==> src/dac_latch_host_pkg.sv <==
// Package for the converter latch host controller.
// Holds pin bundle type, load modes, states and strobe timing counts.
package dac_latch_host_pkg;
  localparam int DATA_W = 12;
  localparam int NIBBLE_LSB = 8;
  localparam int BYTE_MSB = 7;
  localparam logic [11:0] BIPOLAR_ZERO = 12'h800;
  localparam int CLK_NS = 20;
  // Least setup before strobe, strobe width and hold after strobe, in ns
  localparam int SETUP_NS = 60;
  localparam int STROBE_NS = 100;
  localparam int HOLD_NS = 20;
  localparam int RESET_NS = 200;
  localparam int SETUP_CYC = (SETUP_NS + CLK_NS - 1) / CLK_NS;
  localparam int STROBE_CYC = (STROBE_NS + CLK_NS - 1) / CLK_NS;
  localparam int HOLD_CYC = (HOLD_NS + CLK_NS - 1) / CLK_NS;
  localparam int RESET_CYC = (RESET_NS + CLK_NS - 1) / CLK_NS;
  localparam int CNT_W = 4;

  // Load modes requested by the user side
  typedef enum logic [2:0] {
    MODE_HIGH_NIBBLE = 3'h0,
    MODE_LOW_BYTE = 3'h1,
    MODE_LOAD_OUT = 3'h2,
    MODE_TRANSPARENT = 3'h3,
    MODE_RESET = 3'h4
  } load_mode_e;

  typedef enum logic [4:0] {
    ST_IDLE = 5'h01,
    ST_SETUP = 5'h02,
    ST_STROBE = 5'h04,
    ST_HOLD = 5'h08,
    ST_RESET = 5'h10
  } host_state_e;

  // Pins driven into the converter, all active low controls
  typedef struct packed {
    logic strobe_n;
    logic output_load_n;
    logic high_nibble_enable_n;
    logic low_byte_enable_n;
    logic reset_n;
    logic [11:0] data;
  } dac_pins_s;
endpackage

==> src/dac_latch_host.sv <==
// Host-side controller driving a double-buffered 12-bit converter latch.
// Assumes converter pins are wired straight to outputs, one 50 MHz clock.
//
// Operation
// - Every latch write is performed with the master strobe held low, and the strobe idles high.
// - A load of the converter latch drives output load low together with the master strobe.
// - The high nibble enable with the strobe loads data bits eight to eleven into a 4-bit latch.
// - The low byte enable with the strobe loads data bits zero to seven into an 8-bit latch.
`timescale 1ns/10ps
module dac_latch_host
  import dac_latch_host_pkg::*;
(
  input wire logic CLK,
  input wire logic RST,
  input wire logic REQ_VALID,
  input wire load_mode_e REQ_MODE,
  input wire logic [11:0] REQ_DATA,
  output logic REQ_READY,
  output logic DONE,
  output logic [11:0] SHADOW_WORD,
  output dac_pins_s PINS
);

  host_state_e state;
  host_state_e next_state;
  load_mode_e mode;
  logic [CNT_W-1:0] cnt;
  logic [CNT_W-1:0] next_cnt;
  logic [11:0] hold_data;
  logic [3:0] nib_shadow;
  logic [7:0] byte_shadow;
  logic [11:0] out_shadow;
  dac_pins_s next_pins;

  // State decode
  wire in_idle = (state == ST_IDLE);
  wire in_setup = (state == ST_SETUP);
  wire in_strobe = (state == ST_STROBE);
  wire in_hold = (state == ST_HOLD);
  wire in_reset = (state == ST_RESET);
  wire in_cycle = in_setup || in_strobe || in_hold;
  wire cnt_done = (cnt == '0);

  // Request acceptance, only while idle
  wire take = in_idle && REQ_VALID;
  wire go_reset = take && (REQ_MODE == MODE_RESET);
  wire go_write = take && (REQ_MODE != MODE_RESET);

  // Latches the incoming request opens
  wire req_nib = (REQ_MODE == MODE_HIGH_NIBBLE) || (REQ_MODE == MODE_TRANSPARENT);
  wire req_byte = (REQ_MODE == MODE_LOW_BYTE) || (REQ_MODE == MODE_TRANSPARENT);
  wire req_out = (REQ_MODE == MODE_LOAD_OUT) || (REQ_MODE == MODE_TRANSPARENT);

  // Latches the held request opens
  wire sel_nib = (mode == MODE_HIGH_NIBBLE) || (mode == MODE_TRANSPARENT);
  wire sel_byte = (mode == MODE_LOW_BYTE) || (mode == MODE_TRANSPARENT);
  wire sel_out = (mode == MODE_LOAD_OUT) || (mode == MODE_TRANSPARENT);
  wire sel_pass = (mode == MODE_TRANSPARENT);

  // Phase ends, each when its counter has run down
  wire setup_end = in_setup && cnt_done;
  wire strobe_end = in_strobe && cnt_done;
  wire hold_end = in_hold && cnt_done;
  wire reset_end = in_reset && cnt_done;
  wire finish = hold_end || reset_end;

  // Next state sequencing
  always_comb begin
    next_state = state;
    case (state)
      ST_IDLE: begin
        if (go_reset) begin
          next_state = ST_RESET;
        end else if (go_write) begin
          next_state = ST_SETUP;
        end
      end
      ST_SETUP: begin
        if (setup_end) next_state = ST_STROBE;
      end
      ST_STROBE: begin
        if (strobe_end) next_state = ST_HOLD;
      end
      ST_HOLD: begin
        if (hold_end) next_state = ST_IDLE;
      end
      ST_RESET: begin
        if (reset_end) next_state = ST_IDLE;
      end
      default: next_state = ST_IDLE;
    endcase
  end

  // Enables go low on the take and rise only after the hold phase
  wire stay = in_cycle && (next_state != ST_IDLE);
  wire nib_on = take ? req_nib : (stay && sel_nib);
  wire byte_on = take ? req_byte : (stay && sel_byte);
  wire out_on = take ? req_out : (stay && sel_out);

  // Pin values: enables set during setup, strobe only in strobe phase
  always_comb begin
    next_pins.strobe_n = ~(next_state == ST_STROBE);
    next_pins.output_load_n = ~out_on;
    next_pins.high_nibble_enable_n = ~nib_on;
    next_pins.low_byte_enable_n = ~byte_on;
    next_pins.reset_n = ~(next_state == ST_RESET);
    next_pins.data = take ? REQ_DATA : hold_data;
  end

  // Counter: reload on a phase change, else run down to zero
  always_comb begin
    next_cnt = cnt;
    if (next_state != state) begin
      case (next_state)
        ST_SETUP: next_cnt = CNT_W'(SETUP_CYC - 1);
        ST_STROBE: next_cnt = CNT_W'(STROBE_CYC - 1);
        ST_HOLD: next_cnt = CNT_W'(HOLD_CYC - 1);
        ST_RESET: next_cnt = CNT_W'(RESET_CYC - 1);
        default: next_cnt = '0;
      endcase
    end else if (!cnt_done) begin
      next_cnt = cnt - 1'b1;
    end
  end

  // Sequencer state and phase counter
  always_ff @(posedge CLK) begin
    if (RST) begin
      state <= ST_IDLE;
      cnt <= '0;
    end else begin
      state <= next_state;
      cnt <= next_cnt;
    end
  end

  // Captured request, kept until the next take
  always_ff @(posedge CLK) begin
    if (RST) begin
      mode <= MODE_HIGH_NIBBLE;
      hold_data <= '0;
    end else if (take) begin
      mode <= REQ_MODE;
      hold_data <= REQ_DATA;
    end
  end

  // Registered pins
  always_ff @(posedge CLK) begin
    if (RST) begin
      PINS <= '{strobe_n: 1'b1, output_load_n: 1'b1, high_nibble_enable_n: 1'b1,
               low_byte_enable_n: 1'b1, reset_n: 1'b0, data: 12'h000};
    end else begin
      PINS <= next_pins;
    end
  end

  // Shadow of the device latches, updated as the strobe closes
  wire [11:0] word_assembled = {nib_shadow, byte_shadow};
  wire [11:0] load_word = sel_pass ? hold_data : word_assembled;
  wire [3:0] next_nib = (strobe_end && sel_nib) ? hold_data[DATA_W-1:NIBBLE_LSB] : nib_shadow;
  wire [7:0] next_byte = (strobe_end && sel_byte) ? hold_data[BYTE_MSB:0] : byte_shadow;
  wire [11:0] next_out = in_reset ? BIPOLAR_ZERO : ((strobe_end && sel_out) ? load_word : out_shadow);

  // High nibble shadow
  always_ff @(posedge CLK) begin
    if (RST) begin
      nib_shadow <= '0;
    end else begin
      nib_shadow <= next_nib;
    end
  end

  // Low byte shadow
  always_ff @(posedge CLK) begin
    if (RST) begin
      byte_shadow <= '0;
    end else begin
      byte_shadow <= next_byte;
    end
  end

  // Converter latch shadow, bipolar zero after either reset
  always_ff @(posedge CLK) begin
    if (RST) begin
      out_shadow <= BIPOLAR_ZERO;
    end else begin
      out_shadow <= next_out;
    end
  end

  // Handshake next values
  wire next_ready = (next_state == ST_IDLE);
  wire next_done = finish;
  wire [11:0] next_shadow_word = out_shadow;

  // Ready whenever the sequencer returns to idle
  always_ff @(posedge CLK) begin
    if (RST) begin
      REQ_READY <= 1'b0;
    end else begin
      REQ_READY <= next_ready;
    end
  end

  // One-cycle completion pulse
  always_ff @(posedge CLK) begin
    if (RST) begin
      DONE <= 1'b0;
    end else begin
      DONE <= next_done;
    end
  end

  // Converter word as the user side sees it
  always_ff @(posedge CLK) begin
    if (RST) begin
      SHADOW_WORD <= BIPOLAR_ZERO;
    end else begin
      SHADOW_WORD <= next_shadow_word;
    end
  end

endmodule

==> config.mk <==
export PLATFORM = sky130hd
export DESIGN_NAME = dac_latch_host
export DESIGN_NICKNAME = d
export VERILOG_FILES = /design/src/dac_latch_host_pkg.sv /design/src/dac_latch_host.sv
export SDC_FILE = /design/constraint.sdc
export NUM_CORES = 1
export LEC_CHECK = 0
export BUFFER_PORTS_ARGS = -buffer_cell sky130_fd_sc_hd__buf_2
export CAP_MARGIN = 30
export CELL_PAD_IN_SITES_DETAIL_PLACEMENT = 1
export CELL_PAD_IN_SITES_GLOBAL_PLACEMENT = 1
export CORE_ASPECT_RATIO = 1.4
export CORE_UTILIZATION = 45
export CTS_CLUSTER_SIZE = 8
export DETAILED_ROUTE_END_ITERATION = 8
export GPL_TIMING_DRIVEN = 0
export MAX_ROUTING_LAYER = met4
export PLACE_DENSITY = 0.95
export SLEW_MARGIN = 20
export SYNTH_ARGS = -nofsm -noshare
export SYNTH_HDL_FRONTEND = slang
export SYNTH_SLANG_ARGS = --single-unit
==> constraint.sdc <==
create_clock -name CLK -period 5 [get_ports CLK]
set_clock_uncertainty 0.1 [all_clocks]
set_input_delay 1.5 -clock CLK [delete_from_list [all_inputs] [get_ports CLK]]
set_output_delay 1.5 -clock CLK [all_outputs]
set_load 0.01 [all_outputs]
[Word-level counts from Yosys, hierarchy flattened]
Index checks and enable logic that the tools add are counted.
Storage, ports and cells
  output and inout bits: 31
  latch bits: 0
  memory bits (read-only): 0
  flip-flop bits (word level): 67
  word-level logic and storage cells: 83
  memories: 0
  RAM bits: 0
Cells by class
  bitwise gates (word level): 5
  eq/ne operators: 20
  divide/modulo/power cells: 0
  shift operators: 0
  order comparisons: 0
  mux-type cells: 15
  reduce and logical (&&, ||, !) cells: 27
  add/subtract/negate cells: 1
  $mul: 0
Operators by type and width (number)
  $mux 5: 6
  $pmux 5 s5: 1
  $mux 12: 2
  $logic_and 1x1->1: 14
  $eq 3x2->1 const B: 4
  $pmux 4 s3: 1
  $eq 5x1->1 const B: 2
  $eq 5x2->1 const B: 2
  $eq 5x3->1 const B: 2
  $eq 5x5->1 const B: 2
  $logic_or 1x1->1: 9
  $mux 4: 2
  $eq 3x1->1 const B: 2
  $logic_not 3->1: 2
  $eq 5x4->1 const B: 1
  $ne 5x1->1 const B: 1
  $ne 5x5->1: 1
  $not 1->1: 5
  $logic_not 4->1: 1
  $sub 4x1->4 const B: 1
  $eq 3x3->1 const B: 1
  $mux 1: 3
  $ne 3x3->1 const B: 1
  $ne 2x1->1 const B: 1
  $reduce_or 2->1: 1

[Longest topological paths before layout]
  depth after elaboration: 11
  depth in mapped cells: 8

[Worst setup path after synthesis]
No wires, ideal clock.
  path type: input port to flip-flop
  start point: input port REQ_VALID
  end point: register cnt[3]
  setup slack: 2496 ps
  library setup time: 134 ps
  path buffers: 0
  data arrival time: 2270 ps
  cell stages on the path: 5
  cells stage by stage: nor4b_1 o32a_1 nor2_1 a31oi_1 a211oi_2
On the way
  cells in the longest elaborated chain, start to end: 8
Ends and longest elaborated chain
  start, declared: RTL line dac_latch_host.sv:15  | input wire logic REQ_VALID,
  $logic_and 1x1->1 *: RTL line dac_latch_host.sv:45  | wire take = in_idle && REQ_VALID;
  $logic_and 1x1->1: RTL line dac_latch_host.sv:47  | wire go_write = take && (REQ_MODE != MODE_RESET);
  $mux 5: RTL line dac_latch_host.sv:74  | end else if (go_write) begin
  $mux 5 *: RTL line dac_latch_host.sv:72  | if (go_reset) begin
  $pmux 5 s5 *: RTL line dac_latch_host.sv:70  | case (state)
  $eq 5x5->1, or another cell as far along: RTL line dac_latch_host.sv:114  | case (next_state)
  $pmux 4 s3: RTL line dac_latch_host.sv:114
  $mux 4: RTL line dac_latch_host.sv:113  | if (next_state != state) begin
  end signal, assigned: RTL line dac_latch_host.sv:133  | cnt <= next_cnt;
  end, declared: RTL line dac_latch_host.sv:27  | logic [CNT_W-1:0] cnt;
Mark *: on every way between the ends. The rest lies on a longest branch, timed or not.
A chain may end at the register's enable or synchronous reset.

[Worst setup path in the final report]
  start point: input port REQ_VALID
  end point: register PINS[14] (netlist name)
On the way
  cells in the longest elaborated chain, start to end: 10
Ends and longest elaborated chain
  $logic_and 1x1->1 *: RTL line dac_latch_host.sv:45
  $logic_and 1x1->1: RTL line dac_latch_host.sv:47
  $mux 5: RTL line dac_latch_host.sv:74
  $mux 5: RTL line dac_latch_host.sv:72
  $pmux 5 s5: RTL line dac_latch_host.sv:70
  $ne 5x1->1: RTL line dac_latch_host.sv:95  | wire stay = in_cycle && (next_state != ST_IDLE);
  $logic_and 1x1->1: RTL line dac_latch_host.sv:95
  $logic_and 1x1->1: RTL line dac_latch_host.sv:96  | wire nib_on = take ? req_nib : (stay && sel_nib);
  $mux 1 *: RTL line dac_latch_host.sv:96
  $not 1->1 *: RTL line dac_latch_host.sv:104  | next_pins.high_nibble_enable_n = ~nib_on;
  end signal, assigned: RTL line dac_latch_host.sv:151  | PINS <= '{strobe_n: 1'b1, output_load_n: 1'b1, high_nibble_enable_n: 1'b1,
  end signal, assigned: RTL line dac_latch_host.sv:154  | PINS <= next_pins;
  end, declared: RTL line dac_latch_host.sv:21  | output dac_pins_s PINS
Marked as above.

==> reports/qor.txt <==
Hold crit path type -> flip-flop to flip-flop
Peak supply drop -> 185 uV
First-pass GRT wire length -> 13.7 mm
Flop2flop setup slack -> 2.64 ns
Clk buf depth -> 2
YS warnings -> 0
Antenna cell count -> 0
Critical path endpoint category -> flip-flop
GR Layer Usage met3 -> 5.94%
Fin. Hold Viols -> 0
F_max -> 387 MHz
Reg2Reg Launch Point -> cnt[0]
Die width -> 69.6 um
Critical path data arrival time -> 2.71 ns
Post-CTS setup buffers -> 0
Synth-to-Final Area Change -> 19.6%
GRT Total Usage -> 27.0%
Clock power frac -> 40.9%
Largest net degree at the start of global routing -> 12
Min-delay src -> next_shadow_word[7]
Post-synthesis net count -> 332
1st-pass router iterations -> 5
Tightest Pin Transition -> 0.691 ns
Run status -> finished, final reports clean
Most used DFF post-synth -> dfxtp_1
Post-synth EDFFs -> 0
WL per Instance -> 18.4 um
Remaining global-route overflow -> 0
Fin Setup TNS -> 0 ns
Initial Util -> 46.4%
Met1 Usage GRT -> 27.2%
Die area -> 6730 um2
Synth area leaders -> dfxtp_1 (47%), mux2i_1 (8.3%), nand2_1 (5.3%)
Final ANT Viol Nets -> 0
Final Setup Violations -> 0
Internal power -> 0.000949 W
Drt first-iter violations -> 129
Async SR Flop Fraction -> 0%
Final Cycle Share -> 51.6%
CTS H-tree lvls -> 3
Met2 usage -> 48.6%
Reg power frac -> 44.0%
Final core utilization -> 55.5%
Logic pwr share -> 15.1%
Number of global-route vias before repair -> 2784
Initial antenna violation count -> 0
Core footprint -> 6210 um2
Reg2reg path depth -> 7
Clock Sinks -> 67
Cells after Synth -> 313
CTS Hold Bufs -> 0
Residual DRC -> 0
Synth top cells by count -> dfxtp_1 (67), nand2_1 (41), nor2_1 (41)
Dpl ws -> 2.07 ns
CTS buffer count -> 9
Crit path from -> REQ_VALID
Worst path required time -> 5.13 ns
RSZ-0062 raised after global routing -> false
Post-synthesis sequential area ratio -> 46.5%
Pleak -> 1.50 nW
Share of the synthesized area in the top cell type -> 46.5%
Area leader, netlist -> dfxtp_1
Max_slew headroom -> 53.9%
Row Count -> 34
Max-cap violations -> 0
Detailed placer's ending HPWL -> 5.71 mm
Startpoint Class -> input pin
Die Y -> 96.7 um
CP Class -> input pin to flip-flop
Clk slew on worst S/H paths -> 0.07 ns
I/O Buffers -> 48
NetSw -> 0.000347 W
CTS root buf -> clkbuf_8
CTS tree -> done
Vias per std cell -> 5.67
Slew Viols, Final -> 0
Post-synth cell types -> 50
Setup ws final -> 2.42 ns
Period minus WS final -> 2.58 ns
Via Count -> 2540
Worst setup path end -> PINS[14]
Most common cell in the netlist -> dfxtp_1
Worst-path fanout max -> 8
Skew-Pair Late Insertion Delay -> 0.35 ns
Share of cells above drive strength 1 -> 26.6%
Synthesized area -> 2880 um2
GPL Wtd Cong -> 0.925
Power density over cell area -> 376 nW/um2
Sw Ratio -> 26.8%
Avg Cell Area, Syn -> 9.21 um2
Synth Register Bits -> 67
Busiest grt layer -> met2
CTS resizes -> 0
Layout Nets -> 391
DRT Wirelength -> 8.26 mm
Top-Level Pins -> 49
Reg2reg end -> byte_shadow[0]
layer usage:
metal,share of wire [%],wire (um),up-vias
li1,-,-,1200
met1,38,3160,1245
met2,55,4580,69
met3,3.4,277,26
met4,2.9,237,0
met5,0,0,-
flip-flops by register name (all words and copies together) (netlist names):
signal,cells
state,5
REQ_READY,1
nib_shadow,4
byte_shadow,8
next_shadow_word,12
SHADOW_WORD,12
PINS,17
cnt,4
mode,3
DONE,1
area by class of cell:
cell class / count / area, um2
multi-input cells: 221 / 1420
inverters: 2 / 7.51
well taps: 72 / 90.1
plain buffers: 23 / 114
flip-flops and latches: 67 / 1340
repair buffers: 48 / 240
clock buffers: 12 / 165
clock inverters: 3 / 68.8
fillers: 737 / 2770
power groups by stage:
stage	sequential [W]	clock, W	combinational [W]
after floorplan	0.000583	0	0.000129
after global placement	0.000581	0	0.000181
after detailed placement	0.000583	0	0.000190
after CTS	0.000571	0.000534	0.000195
after global routing	0.000574	0.000562	0.000212
final	0.000571	0.000530	0.000196
worst min path at each step:
stage	endpoint	slack [ns]	depth (start not counted)
after global routing	SHADOW_WORD[7]	0.39	1
final	SHADOW_WORD[7]	0.37	1
after detailed placement	SHADOW_WORD[11]	0.35	1
after floorplan	SHADOW_WORD[11]	0.32	1
after CTS	SHADOW_WORD[11]	0.37	1
after global placement	SHADOW_WORD[3]	0.35	1
logic make-up after synthesis:
family / count (synthesis) / share of synthesized area, %
simple gates: 133 / 23.3
flops: 67 / 46.5
compound gates: 56 / 14.9
buf+inv: 25 / 4.21
mux: 25 / 8.73
xor+xnor: 6 / 1.82
fa+ha+maj: 1 / 0.434
metrics by stage:
step / area (um2) / power (W) / hold WS [ns] / std cells
floorplan: 2880 / 0.000712 / 0.318 / 313
global placement: 3210 / 0.000762 / 0.349 / 433
detailed placement: 3210 / 0.000773 / 0.347 / 433
CTS: 3450 / 0.00130 / 0.372 / 448
global route: 3450 / 0.00135 / 0.394 / 448
finish: 3450 / 0.00130 / 0.370 / 448
worst max-delay path, stage by stage:
cell and delay [ns]:
buf_2 0.14, nand4_1 0.32, nor2_1 0.31, a22oi_1 0.14, or2_2 0.30
cell usage in the layout, fill, tap and decap left out, drive strengths merged, types with 2 or more instances in the layout:
cell type,instances
a211oi,14
a21o,3
a21oi,22
a31oi,4
and4,2
buf,63
bufinv,2
clkbuf,20
dfxtp,67
inv,3
mux2i,24
nand2,41
nand2b,3
nand3,3
nand4,3
nor2,42
nor2b,17
nor3,3
nor3b,4
nor4,3
o21ai,3
o32a,2
or2,5
or3,2
xnor2,4
xor2,2
Note: power is estimated with default switching activity, not from simulation.
